--- src/hw/pmpc_pkg.sv ---
// Package of offsets, field positions and reset values for the power/PHY control registers
//
// Contract
// Power control/status register keeps contents across the D3hot-to-D0 internal reset.
// Wake-event status sets on any wake event, whatever the enable bit says.
// Writing 1 clears wake-event status and drops the wake output; 0 does nothing.
// Data-scale bits 14-13 and data-select bits 12-9 always read zero.
// Wake output asserts only while wake-event enable bit 8 is one.
// Enable resets to 0 without cold wake support; sticky with it, software clears.
// Two-bit power-state field is read/write: 00 D0, 01 D1, 10 D2, 11 D3.
// Reserved bits 7-2 of power control/status read as zero.
// Power extension register is read-only, all sixteen bits zero.
// Routing bit 7 set drives the cable-activity indicator onto its own pin.
// With an EEPROM present, routing bit loads from bit 7 of byte 16h.
// PHY control bit 3 is read-only and defaults to one.
// EEPROM programmer sets bit 3 of byte 16h to one.
// EEPROM programmer writes zeros to bits 6-4 and 2-0 of byte 16h.
// PHY control bits 31-8 read zero; reset value is 0x00000008.
// Cold wake support comes from a ROM-loaded configuration bit.
// Sticky wake bits are cleared only by power-on reset, not bus reset.
package pmpc_pkg;
    localparam logic [7:0]  PMPC_OFF_PWR_CTRL_STATUS = 8'h48;
    localparam logic [7:0]  PMPC_OFF_PWR_EXTENSION   = 8'h4A;
    localparam logic [7:0]  PMPC_OFF_PHY_OUTPUT_CTRL = 8'hEC;
    localparam int          PMPC_BIT_WAKE_STATUS     = 15;
    localparam int          PMPC_BIT_WAKE_ENABLE     = 8;
    localparam int          PMPC_BIT_CABLE_ROUTE     = 7;
    localparam int          PMPC_BIT_COMPLIANCE      = 3;
    localparam logic [7:0]  PMPC_EEPROM_PHY_BYTE     = 8'h16;
    localparam logic [1:0]  PMPC_POWER_STATE_FIELD_RESET     = 2'h0;
    localparam logic [15:0] PMPC_PWR_EXT_VALUE       = 16'h0000;
    localparam logic [31:0] PMPC_PHY_CTRL_RESET      = 32'h00000008;
    // Power states
    typedef enum logic [1:0] {
        PMPC_D0 = 2'h0,
        PMPC_D1 = 2'h1,
        PMPC_D2 = 2'h2,
        PMPC_D3 = 2'h3
    } pmpc_pstate_e;
endpackage

--- src/hw/pmpc_cfg_if.sv ---
// Interface carrying the configuration access between top and register core
`timescale 1ns/1ps
interface pmpc_cfg_if;
    logic        wr;
    logic        rd;
    logic [7:0]  addr;
    logic [31:0] wdata;
    logic [3:0]  be;
    logic [31:0] rdata;
    logic        hit;
    modport master (output wr, rd, addr, wdata, be, input rdata, hit);
    modport slave  (input wr, rd, addr, wdata, be, output rdata, hit);
endinterface

--- src/hw/pmpc_wake_core.sv ---
// Wake-event status/enable bits held on the power-on reset domain
`timescale 1ns/1ps
module pmpc_wake_core
    import pmpc_pkg::*;
(
    // Clock and resets
    input  wire logic mclk,
    input  wire logic por_reset,
    input  wire logic reset,
    // Control
    input  wire logic cold_wake_support,
    input  wire logic wake_event,
    input  wire logic enable_wr,
    input  wire logic enable_wdata,
    input  wire logic status_clr,
    // State
    output logic      wake_event_status_q,
    output logic      wake_event_enable_q
);
    logic wake_event_status_d;
    logic wake_event_enable_d;

    // Set beats the write-one clear in the same cycle
    always_comb begin
        wake_event_status_d = wake_event_status_q;
        if (status_clr) begin
            wake_event_status_d = 1'b0;
        end
        if (wake_event) begin
            wake_event_status_d = 1'b1;
        end
        wake_event_enable_d = enable_wr ? enable_wdata : wake_event_enable_q;
        // Bus reset clears enable only without cold wake support
        if (reset && !cold_wake_support) begin
            wake_event_enable_d = 1'b0;
        end
    end

    // Only power-on reset touches these asynchronously
    always_ff @(posedge mclk or posedge por_reset) begin
        if (por_reset) begin
            wake_event_status_q <= 1'b0;
            wake_event_enable_q <= 1'b0;
        end else begin
            wake_event_status_q <= wake_event_status_d;
            wake_event_enable_q <= wake_event_enable_d;
        end
    end
endmodule

--- src/hw/pmpc_regs.sv ---
// Power management control/status, extension and PHY output control registers
`timescale 1ns/1ps
module pmpc_regs
    import pmpc_pkg::*;
(
    // Clock and resets
    input  wire logic        mclk,
    input  wire logic        reset,
    input  wire logic        por_reset,
    input  wire logic        d3hot_reset,
    // Configuration access
    input  wire logic        cfg_wr,
    input  wire logic        cfg_rd,
    input  wire logic [7:0]  cfg_addr,
    input  wire logic [31:0] cfg_wdata,
    input  wire logic [3:0]  cfg_be,
    output logic [31:0]      cfg_rdata,
    output logic             cfg_hit,
    // EEPROM preload
    input  wire logic        eeprom_load,
    input  wire logic [7:0]  eeprom_byte,
    input  wire logic [7:0]  eeprom_data,
    // ROM-loaded capability
    input  wire logic        cold_wake_support,
    // Wake and PHY signals
    input  wire logic        wake_event,
    output logic             wake_out,
    output logic [1:0]       power_state_field,
    input  wire logic        cable_activity_indicator,
    output logic             cable_activity_out,
    output logic             cable_activity_out_en
);
    pmpc_cfg_if cfg ();

    logic [1:0]  power_state_q;
    logic [1:0]  power_state_d;
    logic        cable_activity_route_q;
    logic        cable_activity_route_d;
    logic        cable_out_q;
    logic        cable_out_en_q;
    logic        cable_out_d;
    logic        cable_out_en_d;
    logic [31:0] rdata_d;
    logic [31:0] rdata_q;
    logic        wake_status;
    logic        wake_enable;
    logic        sel_pcs;
    logic        sel_phy;

    // Word-aligned address decode, used for write and read paths
    function automatic logic sel_word(input logic [7:0] a, input logic [7:0] off);
        return a[7:2] == off[7:2];
    endfunction

    assign cfg.wr    = cfg_wr;
    assign cfg.rd    = cfg_rd;
    assign cfg.addr  = cfg_addr;
    assign cfg.wdata = cfg_wdata;
    assign cfg.be    = cfg_be;
    assign cfg_rdata = cfg.rdata;
    assign cfg_hit   = cfg.hit;

    assign sel_pcs = cfg.wr && sel_word(cfg.addr, PMPC_OFF_PWR_CTRL_STATUS);
    assign sel_phy = cfg.wr && sel_word(cfg.addr, PMPC_OFF_PHY_OUTPUT_CTRL);

    // Sticky wake bits live in their own reset domain; d3hot reset never reaches them
    pmpc_wake_core u_wake (
        .mclk                (mclk),
        .por_reset           (por_reset),
        .reset               (reset),
        .cold_wake_support   (cold_wake_support),
        .wake_event          (wake_event),
        .enable_wr           (sel_pcs && cfg.be[1]),
        .enable_wdata        (cfg.wdata[PMPC_BIT_WAKE_ENABLE]),
        .status_clr          (sel_pcs && cfg.be[1] && cfg.wdata[PMPC_BIT_WAKE_STATUS]),
        .wake_event_status_q (wake_status),
        .wake_event_enable_q (wake_enable)
    );

    // Wake output follows status gated by enable; clearing status drops it
    assign wake_out          = wake_status && wake_enable;
    assign power_state_field = power_state_q;

    // Next state: power-state and cable routing
    always_comb begin
        power_state_d          = power_state_q;
        cable_activity_route_d = cable_activity_route_q;
        if (sel_pcs && cfg.be[0]) begin
            power_state_d = cfg.wdata[1:0];
        end
        if (sel_phy && cfg.be[0]) begin
            cable_activity_route_d = cfg.wdata[PMPC_BIT_CABLE_ROUTE];
        end
        // EEPROM preload wins over a concurrent write
        if (eeprom_load && eeprom_byte == PMPC_EEPROM_PHY_BYTE) begin
            cable_activity_route_d = eeprom_data[PMPC_BIT_CABLE_ROUTE];
        end
        // PHY control is an ordinary function register, cleared by d3hot reset too
        if (d3hot_reset) begin
            cable_activity_route_d = PMPC_PHY_CTRL_RESET[PMPC_BIT_CABLE_ROUTE];
        end
    end

    // Power-state survives d3hot reset: only bus reset clears it
    always_ff @(posedge mclk or posedge reset) begin
        if (reset) begin
            power_state_q <= PMPC_POWER_STATE_FIELD_RESET;
        end else begin
            power_state_q <= power_state_d;
        end
    end

    // Cable routing register; the d3hot clear is folded into its next value
    always_ff @(posedge mclk or posedge reset) begin
        if (reset) begin
            cable_activity_route_q <= PMPC_PHY_CTRL_RESET[PMPC_BIT_CABLE_ROUTE];
        end else begin
            cable_activity_route_q <= cable_activity_route_d;
        end
    end

    // Read mux: reserved fields tie to zero; data holds between reads
    always_comb begin
        rdata_d = rdata_q;
        if (cfg.rd) begin
            rdata_d = 32'h00000000;
            if (sel_word(cfg.addr, PMPC_OFF_PWR_CTRL_STATUS)) begin
                rdata_d[PMPC_BIT_WAKE_STATUS] = wake_status;
                rdata_d[PMPC_BIT_WAKE_ENABLE] = wake_enable;
                rdata_d[1:0]                  = power_state_q;
                rdata_d[31:16]                = PMPC_PWR_EXT_VALUE;
            end else if (sel_word(cfg.addr, PMPC_OFF_PHY_OUTPUT_CTRL)) begin
                rdata_d[PMPC_BIT_CABLE_ROUTE] = cable_activity_route_q;
                rdata_d[PMPC_BIT_COMPLIANCE]  = PMPC_PHY_CTRL_RESET[PMPC_BIT_COMPLIANCE];
            end
        end
    end

    // Cable pin next values; registered so the pin never glitches on a route write
    always_comb begin
        cable_out_d    = cable_activity_route_q && cable_activity_indicator;
        cable_out_en_d = cable_activity_route_q;
    end

    assign cfg.hit = sel_word(cfg.addr, PMPC_OFF_PWR_CTRL_STATUS) ||
                     sel_word(cfg.addr, PMPC_OFF_PHY_OUTPUT_CTRL);
    assign cfg.rdata = rdata_q;

    // Registered read data and cable pin
    always_ff @(posedge mclk or posedge reset) begin
        if (reset) begin
            rdata_q        <= 32'h00000000;
            cable_out_q    <= 1'b0;
            cable_out_en_q <= 1'b0;
        end else begin
            rdata_q        <= rdata_d;
            cable_out_q    <= cable_out_d;
            cable_out_en_q <= cable_out_en_d;
        end
    end

    assign cable_activity_out    = cable_out_q;
    assign cable_activity_out_en = cable_out_en_q;
endmodule

--- config.mk ---
export PLATFORM = sky130hd
export DESIGN_NAME = pmpc_regs
export DESIGN_NICKNAME = d
export VERILOG_FILES = /design/src/hw/pmpc_pkg.sv /design/src/hw/pmpc_cfg_if.sv /design/src/hw/pmpc_wake_core.sv /design/src/hw/pmpc_regs.sv
export SDC_FILE = /design/constraint.sdc
export NUM_CORES = 1
export LEC_CHECK = 0
export BUFFER_PORTS_ARGS = -buffer_cell sky130_fd_sc_hd__clkbuf_2
export CAP_MARGIN = 20
export CORE_ASPECT_RATIO = 1.5
export CORE_MARGIN = 1
export CORE_UTILIZATION = 31
export DETAILED_ROUTE_END_ITERATION = 7
export PLACE_DENSITY = 0.83
export SLEW_MARGIN = 30
export SYNTH_ARGS = -nofsm -noshare
export SYNTH_HDL_FRONTEND = slang
export SYNTH_SLANG_ARGS = --single-unit
--- constraint.sdc ---
create_clock -name mclk -period 0.9 [get_ports mclk]
set_input_delay 0.135 -clock mclk [delete_from_list [all_inputs] [get_ports mclk]]
set_output_delay 0.135 -clock mclk [all_outputs]
set_load 0.03 [all_outputs]
==> flow_results.xml, run 1 <==
<?xml version="1.0" encoding="UTF-8"?>
<metrics>
  <group name="yosys">
    <metric name="seq_area_frac_synth" unit="%">38.58</metric>
    <metric name="post-synth-top-count-cell" unit="">buf_4</metric>
    <metric name="netlist.area_leader.share" unit="%">38.58</metric>
    <metric name="synthesis.instances" unit="">92</metric>
    <metric name="netlist_top_cells_area" unit="">dfrtp_1, buf_4, inv_1</metric>
    <metric name="number_of_synthesized_flops_with_an_enable_pin" unit="">0</metric>
    <metric name="synth_common_cells" unit="">buf_4, dfrtp_1, inv_1</metric>
    <metric name="synthDistinctLibCells" unit="">30</metric>
    <metric name="number_of_synthesized_register_bits" unit="">13</metric>
    <metric name="netlist_area" unit="µm²">843.3</metric>
    <metric name="synth_area_leader_cell" unit="">dfrtp_1</metric>
    <metric name="ys.warnings.count" unit="">0</metric>
    <metric name="syn_area_per_cell" unit="µm²">9.166</metric>
    <metric name="yosys_most_used_dff" unit="">dfrtp_1</metric>
    <metric name="synth-async-reset-ratio" unit="%">100.0</metric>
  </group>
  <group name="detailed_routing">
    <metric name="wl_met1" unit="µm">722</metric>
    <metric name="met2_wirelength" unit="µm">1097</metric>
    <metric name="first_pass_iteration_count_of_the_detailed_router" unit="">5</metric>
    <metric name="avgRoutedWirePerCell" unit="µm">10.40</metric>
    <metric name="total_via_count_after_detailed_routing" unit="">785</metric>
    <metric name="met3_wirelength" unit="µm">126</metric>
    <metric name="top_layer" unit="">met4</metric>
    <metric name="ant_nets" unit="">0</metric>
    <metric name="routed_wl" unit="µm">1966</metric>
    <metric name="viasPerCell" unit="">4.153</metric>
    <metric name="detailedRoute.firstIterationViolations" unit="">10</metric>
    <metric name="drc" unit="">0</metric>
  </group>
  <group name="power">
    <metric name="power.share.switching" unit="%">32.53</metric>
    <metric name="share_comb_of_total_power" unit="%">29.7</metric>
    <metric name="power_per_cell_area" unit="nW/µm²">1025</metric>
    <metric name="sequentialPowerShare" unit="%">44.7</metric>
    <metric name="switching_power" unit="W">0.0004403</metric>
    <metric name="power_leakage" unit="nW">0.6978</metric>
    <metric name="internal-power" unit="W">0.0009134</metric>
    <metric name="fin_total_pwr" unit="W">0.001354</metric>
    <metric name="vdd_drop_max" unit="mV">0.7602</metric>
    <metric name="power.clock.fraction" unit="%">25.6</metric>
  </group>
  <group name="final_layout">
    <metric name="antenna-diode-count" unit="">0</metric>
    <metric name="final_cells" unit="">189</metric>
    <metric name="filler_cell_count" unit="">233</metric>
    <metric name="drive_gt1_share" unit="%">46.41</metric>
    <metric name="final_net_count" unit="">224</metric>
    <metric name="areaGrowthSynthToFinish" unit="%">56.68</metric>
  </group>
  <group name="cts">
    <metric name="cts_tree" unit="">done</metric>
    <metric name="cts_max_level" unit="">1</metric>
    <metric name="clock_sink_count" unit="">13</metric>
    <metric name="clk_pin_slew" unit="ns">0.07</metric>
    <metric name="cts_root_buf" unit="">clkbuf_4</metric>
    <metric name="cts_made_buffers" unit="">3</metric>
    <metric name="ctsLongestPathBuffers" unit="">2</metric>
    <metric name="clk-insertion-delay-late" unit="ns">0.27</metric>
  </group>
  <group name="floorplan">
    <metric name="fp.dieH" unit="µm">65.88</metric>
    <metric name="core_area" unit="µm²">2505</metric>
    <metric name="x_dimension_of_the_die" unit="µm">44.59</metric>
    <metric name="floorplan.initialDensity" unit="%">33.67</metric>
    <metric name="row_count" unit="">22</metric>
    <metric name="ports_placed_on_the_boundary" unit="">108</metric>
    <metric name="die_area" unit="µm²">2937</metric>
  </group>
  <group name="worst_setup_path">
    <metric name="crit_slowest_cell" unit="">dfrtp_1</metric>
    <metric name="timing.critical_path.slowest_cell_delay" unit="ns">0.39</metric>
    <metric name="reg2reg_slack" unit="ns">-0.01</metric>
    <metric name="worst_setup_ep_type" unit="">output port</metric>
    <metric name="crit_chain" unit="">and2_4 -&gt; buf_8</metric>
    <metric name="timing_worst_setup_path_type" unit="">flip-flop to output port</metric>
    <metric name="critical_path.max_fanout" unit="">2</metric>
    <metric name="reg2reg_to" unit="">power_state_field[1]</metric>
    <metric name="crit_arrival" unit="ns">0.94</metric>
    <metric name="r2r_start" unit="">power_state_field[1]</metric>
    <metric name="worstSetupStartpointType" unit="">flip-flop</metric>
    <metric name="worstPathRequired" unit="ns">0.76</metric>
    <metric name="r2r.worst_path.cells" unit="">2</metric>
  </group>
  <group name="timing">
    <metric name="finalSetupViolCount" unit="">15</metric>
    <metric name="min_period" unit="ns">1.080</metric>
    <metric name="max_freq" unit="GHz">0.9263</metric>
    <metric name="hold-worst-slack" unit="ns">0.05205</metric>
    <metric name="worst_clock_skew" unit="ns">0.0008513</metric>
    <metric name="final-max-slew-violation-count" unit="">0</metric>
    <metric name="timing.final.hold_violations" unit="">0</metric>
    <metric name="setup_ws" unit="ns">-0.1796</metric>
    <metric name="finalSetupTns" unit="ns">-0.8501</metric>
    <metric name="unrepaired_setup_endpoints_after_global_routing" unit="">yes</metric>
    <metric name="post-route-period-util" unit="%">120.0</metric>
  </group>
  <group name="place">
    <metric name="preCtsSetupSlack" unit="ns">-0.2075</metric>
    <metric name="io_buffers" unit="">43</metric>
    <metric name="dp_cells" unit="">174</metric>
    <metric name="place.detailed.hpwl" unit="µm">1449</metric>
    <metric name="globalplace.congestion" unit="">0.7178</metric>
  </group>
  <group name="worst_hold_path">
    <metric name="min_path_cells" unit="">2</metric>
    <metric name="holdCritPathClass" unit="">primary input to flip-flop</metric>
    <metric name="worstHoldStart" unit="">wake_event</metric>
    <metric name="min_to" unit="">u_wake.wake_event_status_q</metric>
  </group>
  <group name="run_status">
    <metric name="status" unit="">finished, violations left</metric>
    <metric name="failed_checks" unit="">setup timing</metric>
  </group>
  <group name="grt">
    <metric name="grt_first_pass_wirelength" unit="µm">2987</metric>
    <metric name="antenna_found_initial" unit="">0</metric>
    <metric name="grt_use_total" unit="%">14.12</metric>
    <metric name="first_global_vias" unit="">725</metric>
    <metric name="global_route.overflow_total" unit="">0</metric>
    <metric name="grt_max_degree" unit="">12</metric>
  </group>
  <group name="run">
    <metric name="drv.max_cap_violation_count" unit="">0</metric>
  </group>
</metrics>
-- final cells by class --
| cell class | count | area (µm²) | area share (%) |
|---|---|---|---|
| clock buffer | 4 | 26.28 | 1.989 |
| inverter | 11 | 41.29 | 3.125 |
| multi-input combinational | 66 | 405.4 | 30.68 |
| sequential | 13 | 325.3 | 24.62 |
| tap | 36 | 45.04 | 3.409 |
| timing repair buffer | 59 | 478.0 | 36.17 |
-- critical path, delay by kind of cell (launching register included) --
kind / cells / cell delay (ns)
buffers and inverters: 1 / 0.13
DFF: 1 / 0.39
and+or+nand+nor: 1 / 0.17
-- logic make-up after synthesis --
kind of cell           count (synthesis)  synth area share (%)
AND/OR/NAND/NOR                       27                 19.44
flip-flops                            13                 38.58
other                                  1                0.4447
buffers and inverters                 38                 28.49
multiplexers                           3                 3.857
AO/OA/AOI/OAI                         10                 9.199
-- layout by cell type (no fill, tap or decap), types with 2 or more instances in the layout --
cell / n
buf_6: 4
dfrtp_1: 13
buf_4: 11
clkbuf_4: 3
nand2_1: 7
buf_8: 12
conb_1: 26
nand4_1: 3
clkbuf_2: 30
o22ai_1: 5
dlygate4sd3_1: 2
mux2_4: 2
inv_1: 10
-- routing by layer --
layer | track usage [%] | vias to the layer above
li1 | - | 379
met1 | 14.98 | 358
met2 | 25.74 | 46
met3 | 2.459 | 2
met4 | 6.818 | 0
met5 | 0 | -
-- stage by stage --
stage	cell area (µm²)	util, %
2_1_floorplan	943.4	-
3_3_place_gp	1042	41.61
3_5_place_dp	1042	41.61
4_1_cts	1242	49.60
5_1_grt	1321	52.75
6_report	1321	52.75
-- state kept, by name, summed over array words and instances, names as in the netlist --
register,cells
cable_activity_out,1
cfg_rdata,6
cable_activity_out_en,1
power_state_field,2
u_wake.wake_event_status_q,1
cable_activity_route_q,1
u_wake.wake_event_enable_q,1
-- worst max path at each step --
stage | cells after the start | slack, ns | startpoint | to
6_report | 2 | -0.18 | u_wake.wake_event_enable_q | wake_out
5_1_grt | 2 | -0.22 | u_wake.wake_event_enable_q | wake_out
4_1_cts | 2 | -0.21 | u_wake.wake_event_enable_q | wake_out
3_5_place_dp | 4 | -0.21 | cfg_addr[7] | power_state_field[1]
3_3_place_gp | 4 | -0.16 | cfg_addr[7] | power_state_field[0]
2_1_floorplan | 3 | -0.03 | cfg_addr[4] | power_state_field[0]
-- power by group through the flow --
stage,clock [W],combinational (W),sequential [W]
after floorplan,0,0.000288,0.000629
after detailed placement,0,0.000322,0.000614
after CTS,0.000365,0.000364,0.000602
final,0.000346,0.000403,0.000605
after global routing,0.000397,0.000431,0.000606
after global placement,0,0.000319,0.000614
-- what timing repair did --
item | in CTS | in global routing
hold endpoints to repair | 13 | 0
endpoints found under the setup margin | 12 | 17
setup buffers | 6 | 5
pin swaps | 3 | 2
cloned | 0 | 0
hold buffers | 2 | 0
resized for setup | 26 | 22
(Power assumes the default switching activity.)
==> run 2: changes to the inputs <==
--- a/config.mk
+++ b/config.mk
@@ -7,7 +7,7 @@
 export LEC_CHECK = 0
 export BUFFER_PORTS_ARGS = -buffer_cell sky130_fd_sc_hd__clkbuf_2
 export CAP_MARGIN = 20
-export CORE_ASPECT_RATIO = 1.5
+export CORE_ASPECT_RATIO = 2
 export CORE_MARGIN = 1
 export CORE_UTILIZATION = 31
 export DETAILED_ROUTE_END_ITERATION = 7
@@ -16,3 +16,4 @@
 export SYNTH_ARGS = -nofsm -noshare
 export SYNTH_HDL_FRONTEND = slang
 export SYNTH_SLANG_ARGS = --single-unit
+export TNS_END_PERCENT = 30
==> constraint.sdc (replaced) <==
create_clock -name mclk -period 0.9 [get_ports mclk]
set_input_delay 0.135 -clock mclk [delete_from_list [all_inputs] [get_ports mclk]]
set_output_delay 0.135 -clock mclk [all_outputs]
set_load 0.005 [all_outputs]
==> run 2 against run 1 <==
Net effect:
- sequential cell count did not move
- first-iteration DRC count fell by 70%
- sequential power barely moved
- the flow still finishes with violations (setup timing)
- total power fell by 2.8%
- sequential share of layout area rose by 3.6 points
- core utilization fell by 7.9 points
- register-to-register slack got worse by 0.04 ns
- die area rose by 0.28%
- via count fell by 1.3%
- highest routed layer unchanged
- clock skew barely moved
- cell area fell by 13%
- worst setup slack improved by 0.073 ns
==> flow_results.xml, run 2 (synthesis results as in run 1) <==
<?xml version="1.0" encoding="UTF-8"?>
<metrics>
  <group name="run_status">
    <metric name="status" unit="">finished, violations left</metric>
    <metric name="failed_checks" unit="">setup timing</metric>
  </group>
  <group name="timing">
    <metric name="min_period" unit="ns">1.007</metric>
    <metric name="finalSetupTns" unit="ns">-0.2302</metric>
    <metric name="hold-worst-slack" unit="ns">0.08331</metric>
    <metric name="post-route-period-util" unit="%">111.9</metric>
    <metric name="finalSetupViolCount" unit="">4</metric>
    <metric name="max_freq" unit="GHz">0.9933</metric>
    <metric name="setup_ws" unit="ns">-0.1067</metric>
    <metric name="final-max-slew-violation-count" unit="">0</metric>
    <metric name="worst_clock_skew" unit="ns">0.001242</metric>
    <metric name="unrepaired_setup_endpoints_after_global_routing" unit="">yes</metric>
    <metric name="timing.final.hold_violations" unit="">0</metric>
  </group>
  <group name="power">
    <metric name="vdd_drop_max" unit="mV">0.6451</metric>
    <metric name="power_leakage" unit="nW">0.6581</metric>
    <metric name="power_per_cell_area" unit="nW/µm²">1142</metric>
  </group>
  <group name="cts">
    <metric name="cts_root_buf" unit="">clkbuf_8</metric>
    <metric name="clk-insertion-delay-late" unit="ns">0.24</metric>
    <metric name="ctsLongestPathBuffers" unit="">2</metric>
    <metric name="clock_sink_count" unit="">13</metric>
    <metric name="cts_made_buffers" unit="">3</metric>
    <metric name="cts_tree" unit="">done</metric>
    <metric name="clk_pin_slew" unit="ns">0.05</metric>
    <metric name="cts_max_level" unit="">1</metric>
  </group>
  <group name="floorplan">
    <metric name="ports_placed_on_the_boundary" unit="">108</metric>
    <metric name="core_area" unit="µm²">2570</metric>
    <metric name="row_count" unit="">26</metric>
    <metric name="fp.dieH" unit="µm">75.76</metric>
    <metric name="x_dimension_of_the_die" unit="µm">38.88</metric>
    <metric name="die_area" unit="µm²">2946</metric>
    <metric name="floorplan.initialDensity" unit="%">32.81</metric>
  </group>
  <group name="worst_setup_path">
    <metric name="r2r.worst_path.cells" unit="">4</metric>
    <metric name="critical_path.max_fanout" unit="">2</metric>
    <metric name="worstSetupStartpointType" unit="">flip-flop</metric>
    <metric name="r2r_start" unit="">u_wake.wake_event_enable_q</metric>
    <metric name="reg2reg_slack" unit="ns">-0.05</metric>
    <metric name="timing_worst_setup_path_type" unit="">flip-flop to output port</metric>
    <metric name="worstPathRequired" unit="ns">0.76</metric>
    <metric name="reg2reg_to" unit="">u_wake.wake_event_enable_q</metric>
    <metric name="worst_setup_ep_type" unit="">output port</metric>
    <metric name="crit_arrival" unit="ns">0.87</metric>
  </group>
  <group name="final_layout">
    <metric name="fin_util" unit="%">44.84</metric>
    <metric name="mostFrequentLayoutCells" unit="">clkbuf_2, conb_1, dfrtp_1</metric>
    <metric name="areaGrowthSynthToFinish" unit="%">36.65</metric>
    <metric name="largest_reg_flops" unit="">6</metric>
    <metric name="final_common_cell" unit="">clkbuf_2</metric>
    <metric name="final_net_count" unit="">221</metric>
    <metric name="antenna-diode-count" unit="">0</metric>
    <metric name="drive_gt1_share" unit="%">42.00</metric>
  </group>
  <group name="detailed_routing">
    <metric name="ant_nets" unit="">0</metric>
    <metric name="drc" unit="">0</metric>
    <metric name="first_pass_iteration_count_of_the_detailed_router" unit="">2</metric>
    <metric name="routed_wl" unit="µm">1677</metric>
    <metric name="avgRoutedWirePerCell" unit="µm">9.421</metric>
    <metric name="viasPerCell" unit="">4.354</metric>
    <metric name="total_via_count_after_detailed_routing" unit="">775</metric>
    <metric name="detailedRoute.firstIterationViolations" unit="">3</metric>
  </group>
  <group name="place">
    <metric name="place.detailed.hpwl" unit="µm">1507</metric>
    <metric name="globalplace.congestion" unit="">0.6689</metric>
    <metric name="io_buffers" unit="">43</metric>
  </group>
  <group name="worst_hold_path">
    <metric name="holdCritPathClass" unit="">primary input to flip-flop</metric>
    <metric name="min_path_cells" unit="">2</metric>
    <metric name="min_to" unit="">u_wake.wake_event_status_q</metric>
    <metric name="worstHoldStart" unit="">wake_event</metric>
  </group>
  <group name="grt">
    <metric name="first_global_vias" unit="">669</metric>
    <metric name="grt_first_pass_wirelength" unit="µm">2456</metric>
    <metric name="grt_max_degree" unit="">12</metric>
    <metric name="antenna_found_initial" unit="">0</metric>
    <metric name="grt_use_total" unit="%">11.92</metric>
    <metric name="global_route.overflow_total" unit="">0</metric>
  </group>
  <group name="run">
    <metric name="drv.max_cap_violation_count" unit="">0</metric>
  </group>
</metrics>
[run 2: cell types whose count changed in the layout (fill, tap and decap cells not counted), moves of 2 or more]
cell	delta
mux2_4	-2
mux2_1	+2
clkbuf_2	+13
buf_6	-4
clkbuf_8	+3
buf_8	-12
clkbuf_4	-3
[run 2: worst max-delay path by stage]
stage,to,start
2_1_floorplan,power_state_field[0],cfg_addr[4]
3_3_place_gp,power_state_field[1],cfg_addr[4]
3_5_place_dp,power_state_field[1],cfg_addr[4]
4_1_cts,wake_out,u_wake.wake_event_enable_q
5_1_grt,wake_out,u_wake.wake_event_enable_q
6_report,wake_out,u_wake.wake_event_enable_q
[run 2: cell type report]
class / count / area, µm²
Clock buffer: 4 / 45.04
Fill cell: 266 / 1418
Inverter: 11 / 41.29
Multi-Input combinational cell: 66 / 387.9
Sequential cell: 13 / 325.3
Tap cell: 28 / 35.03
Timing Repair Buffer: 56 / 317.8
[run 2: routing by layer]
metal / global-route usage (%) / vias to the layer above / routed length (µm)
li1: - / 373 / -
met1: 10.46 / 337 / 540
met2: 23.33 / 60 / 934
met3: 2.624 / 5 / 174
met4: 5.747 / 0 / 28
met5: 0 / - / 0
[run 2: where the power goes]
| group | switching [W] | internal [W] | total (W) |
|---|---|---|---|
| logic | 0.000106 | 0.000104 | 0.000209 |
| clock network | 0.000192 | 0.000312 | 0.000503 |
| registers | 0.00000865 | 0.000595 | 0.000604 |
[run 2: per-stage QoR]
stage,instances,total power [W],area [µm²],worst slack [ns]
finish,178,0.001316,1152,-0.1067
global route,178,0.001384,1152,-0.1431
CTS,177,0.001328,1137,-0.1000
detailed placement,169,0.0008107,1049,-0.2013
global placement,169,0.0008055,1049,-0.1532
floorplan,117,0.0007736,937.1,-0.04882
[run 2: worst max-delay path, cell delays in order (launching register included)]
cell and delay (ns):
dfrtp_1 0.38, and2_1 0.15, clkbuf_2 0.10
[run 2: repair_timing]
item | CTS | global route
buffers inserted | 2 | 1
setup endpoints to repair | 4 | 4
hold buffers | 2 | 0
hold endpoints to repair | 13 | 0
pin swaps | 3 | 0
gates resized for setup | 3 | 1
